==> src/stcc_pkg.sv <==
// constants for the slot timing and clock configuration block
package stcc_pkg;
  localparam int addr_w = 15;
  localparam int reg_w = 16;
  localparam int period_w = 23;
  localparam int period_high_w = 7;
  localparam int slot_max = 12;
  localparam int sync_w = 9;
  localparam logic [3:0] half_frame_last = 4'hf;
  localparam logic [14:0] addr_period_low = 15'h000d;
  localparam logic [14:0] addr_period_high = 15'h000e;
  localparam logic [14:0] addr_system_control = 15'h000f;
  localparam logic [14:0] addr_operating_mode = 15'h0010;
  localparam logic [15:0] rst_period_low = 16'h2710;
  localparam logic [6:0] rst_period_high = 7'h00;
  localparam logic [9:0] rst_system_control = 10'h000;
  localparam logic [3:0] rst_slot_count = 4'h0;
  localparam logic rst_run_state = 1'b0;
  localparam int pos_soft_reset = 15;
  localparam int pos_src_lsb = 8;
  localparam int pos_pin_lsb = 6;
  localparam int pos_choice = 2;
  localparam int pos_fast_on = 1;
  localparam int pos_kilo_on = 0;
  localparam int pos_slot_lsb = 8;
  localparam int pos_run = 0;
  localparam int sys_keep_w = 10;
  // synchroniser lanes
  localparam int ln_sclk = 0;
  localparam int ln_csn = 1;
  localparam int ln_mosi = 2;
  localparam int ln_kilo = 3;
  localparam int ln_fast = 4;
  localparam int ln_gpio = 5;
  localparam logic [8:0] sync_rst = 9'h002;
  typedef enum logic [1:0]
  {
    src_internal = 2'b00,
    src_ext_low = 2'b01,
    src_ext_high = 2'b10,
    src_ext_high_div = 2'b11
  } stcc_src_t;
  typedef enum logic [1:0]
  {
    st_idle = 2'b00,
    st_cmd = 2'b01,
    st_data = 2'b10,
    st_done = 2'b11
  } stcc_state_t;
endpackage

==> src/stcc_top.sv <==
// slot period counter, clock source select, soft reset and serial port
`timescale 1ns/1ps
`default_nettype none
module stcc_top #(
  parameter int hf_div = 32
) (
  input wire logic clk,
  input wire logic arst_n,
  input wire logic sclk,
  input wire logic cs_n,
  input wire logic mosi,
  input wire logic osc_kilo_clk,
  input wire logic osc_fast_clk,
  input wire logic [3:0] gpio_in,
  output logic miso,
  output logic miso_oe,
  output logic kilo_osc_on,
  output logic fast_slow_osc_on,
  output logic slow_osc_choice,
  output logic [1:0] clock_source_select,
  output logic [1:0] clock_pin_select,
  output logic hf_ext_sel,
  output logic [3:0] clock_pin_route,
  output logic run_state,
  output logic [3:0] slot_count_select,
  output logic [11:0] slot_enable,
  output logic period_tick,
  output logic afe_reset
);

  // slots A.. up to code+1, capped at twelve
  function automatic logic [11:0] slot_mask(input logic [3:0] code);
    logic [11:0] m;
    m = 12'h000;
    for (int i = 0; i < stcc_pkg::slot_max; i++)
      if (i <= int'(code))
        m[i] = 1'b1;
    return m;
  endfunction

  // pin inputs: two flops each, third stage for edges
  logic [8:0] sync1;
  logic [8:0] sync2;
  logic [8:0] prev;
  wire logic [8:0] pins = {gpio_in, osc_fast_clk, osc_kilo_clk, mosi, cs_n,
    sclk};

  always_ff @(posedge clk or negedge arst_n)
  begin
    if (!arst_n)
    begin
      sync1 <= stcc_pkg::sync_rst;
      sync2 <= stcc_pkg::sync_rst;
      prev <= stcc_pkg::sync_rst;
    end
    else
    begin
      sync1 <= pins;
      sync2 <= sync1;
      prev <= sync2;
    end
  end

  wire logic [8:0] rise = sync2 & ~prev;
  wire logic sclk_rise = rise[stcc_pkg::ln_sclk];
  wire logic sclk_fall = prev[stcc_pkg::ln_sclk] & ~sync2[stcc_pkg::ln_sclk];
  wire logic cs_high = sync2[stcc_pkg::ln_csn];
  wire logic mosi_s = sync2[stcc_pkg::ln_mosi];

  // register storage
  logic [15:0] period_low;
  logic [6:0] period_high;
  logic [9:0] sys_keep;

  // serial port: 15 address bits, write flag, 16 data bits, msb first
  stcc_pkg::stcc_state_t state;
  stcc_pkg::stcc_state_t next_state;
  logic [3:0] bit_cnt;
  logic [15:0] shin;
  logic [14:0] addr;
  logic wr_flag;
  logic [15:0] shout;

  wire logic half_last = bit_cnt == stcc_pkg::half_frame_last;
  wire logic [15:0] shin_next = {shin[14:0], mosi_s};
  wire logic cmd_end = state == stcc_pkg::st_cmd && sclk_rise && half_last;
  wire logic data_end = state == stcc_pkg::st_data && sclk_rise && half_last;
  wire logic write_now = data_end && wr_flag && !cs_high;
  wire logic [14:0] rd_addr = shin_next[15:1];

  wire logic [15:0] rd_word =
    (rd_addr == stcc_pkg::addr_period_low) ? period_low :
    (rd_addr == stcc_pkg::addr_period_high) ? {9'h000, period_high} :
    (rd_addr == stcc_pkg::addr_system_control) ? {6'h00, sys_keep} :
    (rd_addr == stcc_pkg::addr_operating_mode) ?
      {4'h0, slot_count_select, 7'h00, run_state} : 16'h0000;

  always_comb
  begin
    next_state = state;
    case (state)
      stcc_pkg::st_idle:
        if (!cs_high)
          next_state = stcc_pkg::st_cmd;
      stcc_pkg::st_cmd:
        if (cs_high)
          next_state = stcc_pkg::st_idle;
        else if (cmd_end)
          next_state = stcc_pkg::st_data;
      stcc_pkg::st_data:
        if (cs_high)
          next_state = stcc_pkg::st_idle;
        else if (data_end)
          next_state = stcc_pkg::st_done;
      stcc_pkg::st_done:
        if (cs_high)
          next_state = stcc_pkg::st_idle;
      default:
        next_state = stcc_pkg::st_idle;
    endcase
  end

  // port logic sees arst_n only, never the soft reset
  always_ff @(posedge clk or negedge arst_n)
  begin
    if (!arst_n)
      state <= stcc_pkg::st_idle;
    else
      state <= next_state;
  end

  always_ff @(posedge clk or negedge arst_n)
  begin
    if (!arst_n)
    begin
      bit_cnt <= 4'h0;
      shin <= 16'h0000;
      addr <= 15'h0000;
      wr_flag <= 1'b0;
    end
    else if (state == stcc_pkg::st_idle)
      bit_cnt <= 4'h0;
    else if (sclk_rise)
    begin
      shin <= shin_next;
      bit_cnt <= bit_cnt + 4'h1;
      if (cmd_end)
      begin
        addr <= rd_addr;
        wr_flag <= mosi_s;
      end
    end
  end

  always_ff @(posedge clk or negedge arst_n)
  begin
    if (!arst_n)
    begin
      shout <= 16'h0000;
      miso <= 1'b0;
      miso_oe <= 1'b0;
    end
    else
    begin
      if (cmd_end)
        shout <= rd_word;
      else if (state == stcc_pkg::st_data && sclk_fall)
        shout <= {shout[14:0], 1'b0};
      miso <= shout[15];
      miso_oe <= state == stcc_pkg::st_data && !cs_high;
    end
  end

  // register writes and soft reset
  wire logic hit_low = addr == stcc_pkg::addr_period_low;
  wire logic hit_high = addr == stcc_pkg::addr_period_high;
  wire logic hit_sys = addr == stcc_pkg::addr_system_control;
  wire logic hit_mode = addr == stcc_pkg::addr_operating_mode;
  wire logic soft_rst = write_now && hit_sys &&
    shin_next[stcc_pkg::pos_soft_reset];

  always_ff @(posedge clk or negedge arst_n)
  begin
    if (!arst_n)
    begin
      period_low <= stcc_pkg::rst_period_low;
      period_high <= stcc_pkg::rst_period_high;
      sys_keep <= stcc_pkg::rst_system_control;
      slot_count_select <= stcc_pkg::rst_slot_count;
      run_state <= stcc_pkg::rst_run_state;
    end
    else if (soft_rst)
    begin
      // defaults restored; the reset bit itself is never stored
      period_low <= stcc_pkg::rst_period_low;
      period_high <= stcc_pkg::rst_period_high;
      sys_keep <= stcc_pkg::rst_system_control;
      slot_count_select <= stcc_pkg::rst_slot_count;
      run_state <= stcc_pkg::rst_run_state;
    end
    else if (write_now)
    begin
      if (hit_low)
        period_low <= shin_next;
      if (hit_high)
        period_high <= shin_next[6:0];
      if (hit_sys)
        sys_keep <= shin_next[9:0];
      if (hit_mode)
      begin
        slot_count_select <= shin_next[stcc_pkg::pos_slot_lsb +: 4];
        run_state <= shin_next[stcc_pkg::pos_run];
      end
    end
  end

  // control fields
  wire logic [1:0] src_w = sys_keep[stcc_pkg::pos_src_lsb +: 2];
  wire logic [1:0] pin_w = sys_keep[stcc_pkg::pos_pin_lsb +: 2];

  always_ff @(posedge clk or negedge arst_n)
  begin
    if (!arst_n)
    begin
      kilo_osc_on <= 1'b0;
      fast_slow_osc_on <= 1'b0;
      slow_osc_choice <= 1'b0;
      clock_source_select <= 2'b00;
      clock_pin_select <= 2'b00;
      hf_ext_sel <= 1'b0;
      clock_pin_route <= 4'h0;
      slot_enable <= 12'h000;
      afe_reset <= 1'b0;
    end
    else
    begin
      kilo_osc_on <= sys_keep[stcc_pkg::pos_kilo_on];
      fast_slow_osc_on <= sys_keep[stcc_pkg::pos_fast_on];
      slow_osc_choice <= sys_keep[stcc_pkg::pos_choice];
      clock_source_select <= src_w;
      clock_pin_select <= pin_w;
      hf_ext_sel <= src_w[1];
      clock_pin_route <= (src_w == stcc_pkg::src_internal) ? 4'h0 :
        (4'h1 << pin_w);
      slot_enable <= run_state ? slot_mask(slot_count_select) :
        12'h000;
      afe_reset <= soft_rst;
    end
  end

  // low frequency tick from the selected source
  wire logic alt_rise = rise[stcc_pkg::ln_gpio + 32'(pin_w)];
  wire logic int_rise = sys_keep[stcc_pkg::pos_choice] ?
    rise[stcc_pkg::ln_fast] : rise[stcc_pkg::ln_kilo];
  logic [15:0] hf_cnt;
  wire logic hf_last = hf_cnt == 16'(hf_div - 1);
  logic lf_tick;

  always_comb
  begin
    case (stcc_pkg::stcc_src_t'(src_w))
      stcc_pkg::src_internal:
        lf_tick = int_rise;
      stcc_pkg::src_ext_low:
        lf_tick = alt_rise;
      stcc_pkg::src_ext_high:
        lf_tick = int_rise;
      stcc_pkg::src_ext_high_div:
        lf_tick = alt_rise && hf_last;
      default:
        lf_tick = 1'b0;
    endcase
  end

  // period counter
  logic [22:0] count;
  wire logic [22:0] period = {period_high, period_low};
  wire logic [22:0] count_next = count + 23'h000001;
  wire logic period_hit = period != 23'h000000 && count_next >= period;

  always_ff @(posedge clk or negedge arst_n)
  begin
    if (!arst_n)
    begin
      hf_cnt <= 16'h0000;
      count <= 23'h000000;
      period_tick <= 1'b0;
    end
    else if (soft_rst)
    begin
      hf_cnt <= 16'h0000;
      count <= 23'h000000;
      period_tick <= 1'b0;
    end
    else
    begin
      if (src_w == stcc_pkg::src_ext_high_div && alt_rise)
        hf_cnt <= hf_last ? 16'h0000 : hf_cnt + 16'h0001;
      period_tick <= 1'b0;
      if (!run_state)
        count <= 23'h000000;
      else if (lf_tick)
      begin
        if (period_hit)
        begin
          count <= 23'h000000;
          period_tick <= 1'b1;
        end
        else
          count <= count_next;
      end
    end
  end

endmodule
`default_nettype wire

==> config.mk <==
export PLATFORM = sky130hd
export DESIGN_NAME = stcc_top
export DESIGN_NICKNAME = d
export VERILOG_FILES = /design/src/stcc_pkg.sv /design/src/stcc_top.sv
export SDC_FILE = /design/constraint.sdc
export NUM_CORES = 1
export LEC_CHECK = 0
export ABC_AREA = 1
export BUFFER_PORTS_ARGS = -buffer_cell sky130_fd_sc_hd__buf_4
export CORE_MARGIN = 2
export CORE_UTILIZATION = 56
export DETAILED_ROUTE_END_ITERATION = 16
export HOLD_SLACK_MARGIN = 0.15
export PLACE_DENSITY = 0.88
export SETUP_SLACK_MARGIN = 0.5
export SYNTH_ARGS = -nofsm -noshare
export SYNTH_HDL_FRONTEND = slang
export SYNTH_SLANG_ARGS = --single-unit
==> constraint.sdc <==
create_clock -name clk -period 2.8 [get_ports clk]
set_input_delay 0 -clock clk [delete_from_list [all_inputs] [get_ports clk]]
set_output_delay 0 -clock clk [all_outputs]
set_load 0.02 [all_outputs]
# ---- After elaboration in Yosys (flattened, before gate mapping)
# Cells that the tools add are included.
dict set report word_totals {
  input_bits 11
  word_cells 163
  output_inout_bits 33
  regBits 185
}
dict set report classes {
  n_mux 58
  n_addsub 4
  reduce_logical 33
  magnitude_cmp 13
  shift 1
  n_bitwise 5
  n_eq_ne 21
}
# cell n
set op_table {}
lappend op_table {{$mux W16} 9}
lappend op_table {{$mux W23} 4}
lappend op_table {{$eq A15 B4 Y1 const B} 6}
lappend op_table {{$mux W12} 4}
lappend op_table {{$eq A15 B5 Y1 const B} 2}
lappend op_table {{$mux W10} 3}
lappend op_table {{$mux W4} 6}
lappend op_table {{$add A23 B1 Y23 const B} 1}
lappend op_table {{$ge A23 B23 Y1} 1}
lappend op_table {{$reduce_bool A23 Y1} 1}
lappend op_table {{$mux W7} 3}
lappend op_table {{$mux W1} 20}
lappend op_table {{$add A16 B1 Y16 const B} 1}
lappend op_table {{$eq A16 B5 Y1 const B} 1}
lappend op_table {{$le A3 B4 Y1 const A} 4}
lappend op_table {{$le A4 B4 Y1 const A} 4}
lappend op_table {{$reduce_bool A2 Y1} 8}
lappend op_table {{$logic_and A1 B1 Y1} 13}
lappend op_table {{$mux W2} 6}
lappend op_table {{$reduce_and A2 Y1} 5}
lappend op_table {{$and A9 B9 Y9} 1}
lappend op_table {{$not A9 Y9} 1}
lappend op_table {{$eq A2 B2 Y1 const B} 4}
lappend op_table {{$le A2 B4 Y1 const A} 2}
lappend op_table {{other kinds (20)} 25}

# ---- Logic depth before layout (Yosys ltp)
dict set report depth {
  depth_word 10
  mapped_depth 21
}

# ---- Worst setup path before layout
# OpenSTA, ideal clock, no wires.
dict set report synth_path {
  kind {register -> register}
  from {register count[0]}
  to {register count[15]}
  slack_ps 76
  setup_time_ps 65
  synth_period_minus_slack_ps 2724
  t_required_ps 2735
  path_stages_with_launch 22
  arrival_ps 2659
  cell_sequence {dfrtp_1 > ha_1 > nand2_1 > nor2_4 > inv_1 > nor2_1 > nand2_1 > xor2_1 > inv_1 > ha_1 > nand2_1 > inv_1 > nand2_1 > nand2_1 > nand2_1 > nand2_1 > nand2_1 > nand4_1 > nand2_1 > buf_2 > nand3_1 > nand2_1}
}
dict set report synth_via {
  elab_chain_cells 7
}
# item line
set synth_lines {}
lappend synth_lines {{start: declaration} stcc_top.sv:276} ;# logic [22:0] count;
lappend synth_lines {{start signal: assignment} stcc_top.sv:310} ;# count <= count_next;
lappend synth_lines {{$add A23 B1 Y23 *} stcc_top.sv:278} ;# wire logic [22:0] count_next = count + 23'h000001;
lappend synth_lines {{$ge A23 B23 Y1} stcc_top.sv:279} ;# wire logic period_hit = period != 23'h000000 && count_next >= period;
lappend synth_lines {{$logic_and A1 B1 Y1} stcc_top.sv:279}
lappend synth_lines {{$mux W23 *} stcc_top.sv:304} ;# if (period_hit)
lappend synth_lines {{$mux W23 *} stcc_top.sv:302} ;# else if (lf_tick)
lappend synth_lines {{$mux W23 *} stcc_top.sv:300} ;# if (!run_state)
lappend synth_lines {{$mux W23 *} stcc_top.sv:289} ;# else if (soft_rst)
# Every way passes the cells marked *; elsewhere a longest branch is shown, timed or not. The select of a mux whose other input is x is not followed.
# A chain may end at the register's enable or synchronous reset.

# ---- Worst setup path after layout
dict set report layout_path {
  from {register count[12]}
  to {register count[19]}
}
# Same word-level chain as after synthesis.

==> summary.txt <==
Status: complete, but fails checks
Failing checks: negative setup slack
Switching part of the total: 24.9%
Gpl congestion: 0.944
Post-synth ARST share: 100%
Number of buffers created by CTS: 17
Yosys reg bits: 182
Dpl cells: 1,392
Commonest cells after routing, fill and taps aside: 288 x nand2_1, 172 x dfrtp_1, 142 x inv_1
Post-synth top flop: dfrtp_1
Maximum clock insertion buffer count: 2
Most common cell after layout, fill and taps aside: nand2_1
Min Tclk post-route: 2.96 ns
Register share of total power: 50.4%
Clock Pin Slew Worst Setup and Hold Paths: 0.07 ns
Pint: 4.11 mW
Post-Syn Instances: 1,140
RSZ-0062 raised after global routing: yes
WP data arrival: 3.27 ns
Worst Setup Start Kind: register
R2r startpoint: count[12]
Sink Count: 182
Clk root buf: clkbuf_16
Max Slew Vio Count: 0
Setup violators final: 23
Final Net Count: 1,265
Clock network fraction of total power: 43.8%
Via count: 8,650
Slack of the critical path: -0.163 ns
Mapped cell area: 9160 um2
FF-to-FF End: count[19]
Least-Margin Pin Slew: 0.956 ns
P_sw: 1.36 mW
TritonCTS clock tree: yes
Final wirelength: 25.3 mm
Slew HR: 36.0%
Peak VDD IR: 0.000452 V
Share of cells above drive strength 1: 17.6%
Sequential fraction of the synthesis area: 49.8%
Hold Crit Class: in -> async
Placement Rows: 46
Comb pwr share: 5.9%
Synth Warn #: 0
Antenna Cells: 0
Syn_area_per_cell: 8.03 um2
Max FO, Critical Path: 4
Synth-to-Final Area Change: 20.1%
Core area: 15,900 um2
CP required: 3.11 ns
Die Area: 17,400 um2
Final Hold Vio Count: 0
First-pass GRT wire length: 40.5 mm
Pin count of the biggest net entering global routing: 83
Fmax: 0.337 GHz
Static leakage: 5.38 nW
Ports: 44
Starting Density: 57.4%
ANT nets after route: 0
Overall power: 5.48 mW
EDFF count, synth: 0
Worst setup path category: reg -> reg
Final Skew: 0.0110 ns
Unique masters post-synth: 39
Die W: 132 um
Synth Net Count: 1,181
Critical path capture point type: register
GRT Total Usage: 29.0%
Detail Placement HPWL: 16.4 mm
Die height: 132 um
Drt drc: 0
Final Cycle Share: 106%
Initial antenna violation count: 0
Vias in the first global route: 8,350
Max_cap viols: 0
Reg2reg path depth: 18
Drt wl/cell: 17.4 um
P per Cell Area: 498 nW/um2
FF+latch area: 4570 um2
Router iterations before antenna repair: 6
Worst slack, placed: -0.146 ns
H-tree levels: 4
Grt total ovfl: 0
Fillers: 1,120
Register-to-register setup slack: -0.16 ns
Multi-input logic area: 4280 um2
Post-Layout Cell Count: 1,453
Later-pin clock latency in the skew report: 0.44 ns
I/O Buffers: 43
Drt first-iter violations: 1,166
Via density: 5.95
[cells in the mapped netlist, types with 2 or more instances]
cell | count | area [um2]
nor3_1 | 10 | 50.1
a31oi_1 | 3 | 18.8
clkinv_1 | 2 | 7.51
nor2_4 | 4 | 45.0
xor2_1 | 17 | 149
o211ai_1 | 6 | 45.0
o21ai_1 | 4 | 20.0
nand3_1 | 77 | 385
buf_2 | 13 | 65.1
buf_6 | 2 | 22.5
nor2_2 | 5 | 31.3
nand3_2 | 3 | 30.0
ha_1 | 30 | 375
o21ai_0 | 78 | 390
or2_2 | 2 | 12.5
o22ai_1 | 11 | 68.8
nor2_1 | 128 | 480
nand2_2 | 2 | 12.5
buf_4 | 3 | 22.5
xnor2_1 | 5 | 43.8
nand4_1 | 39 | 244
dfstp_2 | 7 | 184
a21oi_1 | 36 | 180
nand2_1 | 300 | 1130
nor3_2 | 2 | 20.0
inv_1 | 149 | 559
o31ai_1 | 5 | 37.5
clkbuf_1 | 6 | 22.5
dfrtp_1 | 175 | 4380
nor4_1 | 4 | 25.0
inv_2 | 4 | 15.0
[layer usage]
| metal | vias up | part of all wire, % | GRT usage (%) |
|---|---|---|---|
| met5 | - | 0 | 0 |
| li1 | 3852 | - | - |
| met2 | 565 | 47 | 46.4 |
| met3 | 158 | 9.2 | 6.92 |
| met4 | 0 | 6.0 | 16.2 |
| met1 | 4075 | 37 | 36.3 |
[flip-flops by register name (all words and copies together) (netlist names), 4 cells and up]
name and flops:
addr 15, prev 7, shin 15, hf_cnt 16, shout 16, sync1 9
sys_keep 10, bit_cnt 4, period_high 7, slot_enable 12, sync2 9, period_low 16
clock_pin_route 4, count 23, slot_count_select 4
[power groups by stage]
stage | Combinational, mW | Sequential, mW | Clock [mW]
6_report | 0.322 | 2.76 | 2.40
2_1_floorplan | 0.170 | 2.78 | 0
3_5_place_dp | 0.299 | 2.80 | 0
3_3_place_gp | 0.289 | 2.80 | 0
4_1_cts | 0.313 | 2.75 | 2.41
5_1_grt | 0.366 | 2.76 | 2.52
[final cells by class]
| class | instances | area share [%] |
|---|---|---|
| clock buffer | 20 | 3.97 |
| clock inverter | 12 | 1.33 |
| inverter | 155 | 5.31 |
| multi-input combinational | 781 | 39.0 |
| sequential | 182 | 41.5 |
| tap | 216 | 2.46 |
| timing repair buffer | 87 | 6.45 |
[kinds of logic after synthesis]
family                     after synthesis  share of synthesized area, %
and+or+nand+nor                        579                          27.4
DFF                                    182                          49.8
buffers and inverters                  179                          7.80
adders and majority gates               30                          4.10
AOI/OAI and AO/OA                      148                          8.77
xor gates and xnor gates                22                          2.10
[worst max-delay path, cell delays in order, from the launching register on]
cell     delay (ns)
dfrtp_1        0.43
nand2_1        0.16
nor2_2         0.21
nand3_1        0.14
nor2_1         0.20
nand3_1        0.10
nand2_1        0.12
inv_1          0.08
ha_1           0.34
nand2_1        0.13
nor2_4         0.11
nand2_1        0.07
nor2_1         0.10
nand2_1        0.05
nand4_1        0.12
buf_6          0.15
nand3_4        0.10
nand2_4        0.16
nor2_2         0.06
[per-stage QoR]
step / utilization [%] / cell area [um2] / hold WS, ns / TNS (ns)
floorplan: - / 9240 / -0.296 / 0
global placement: 61.7 / 9840 / 0.0989 / 0
detailed placement: 61.7 / 9840 / 0.0997 / -2.46
CTS: 67.7 / 10800 / 0.200 / 0
global route: 69.0 / 11000 / 0.210 / -4.23
finish: 69.0 / 11000 / 0.157 / -2.32
[worst max-delay path by stage]
stage          startpoint         to  cells past startpoint
2_1_floorplan    count[0]  count[11]                     21
3_3_place_gp     count[5]  count[14]                     17
5_1_grt          count[5]  count[19]                     18
3_5_place_dp     count[0]  count[13]                     17
6_report        count[12]  count[19]                     18
4_1_cts          count[1]   count[5]                     19
[what timing repair did]
| action | in CTS | in global routing |
|---|---|---|
| hold endpoints to repair | 88 | 0 |
| hold buffers | 10 | 0 |
| endpoints found under the setup margin | 33 | 51 |
| gates cloned | 1 | 1 |
| pin swaps | 8 | 9 |
| resized for setup | 42 | 37 |
| buffers inserted | 10 | 7 |
No activity file was read; power rests on OpenSTA's default activity.
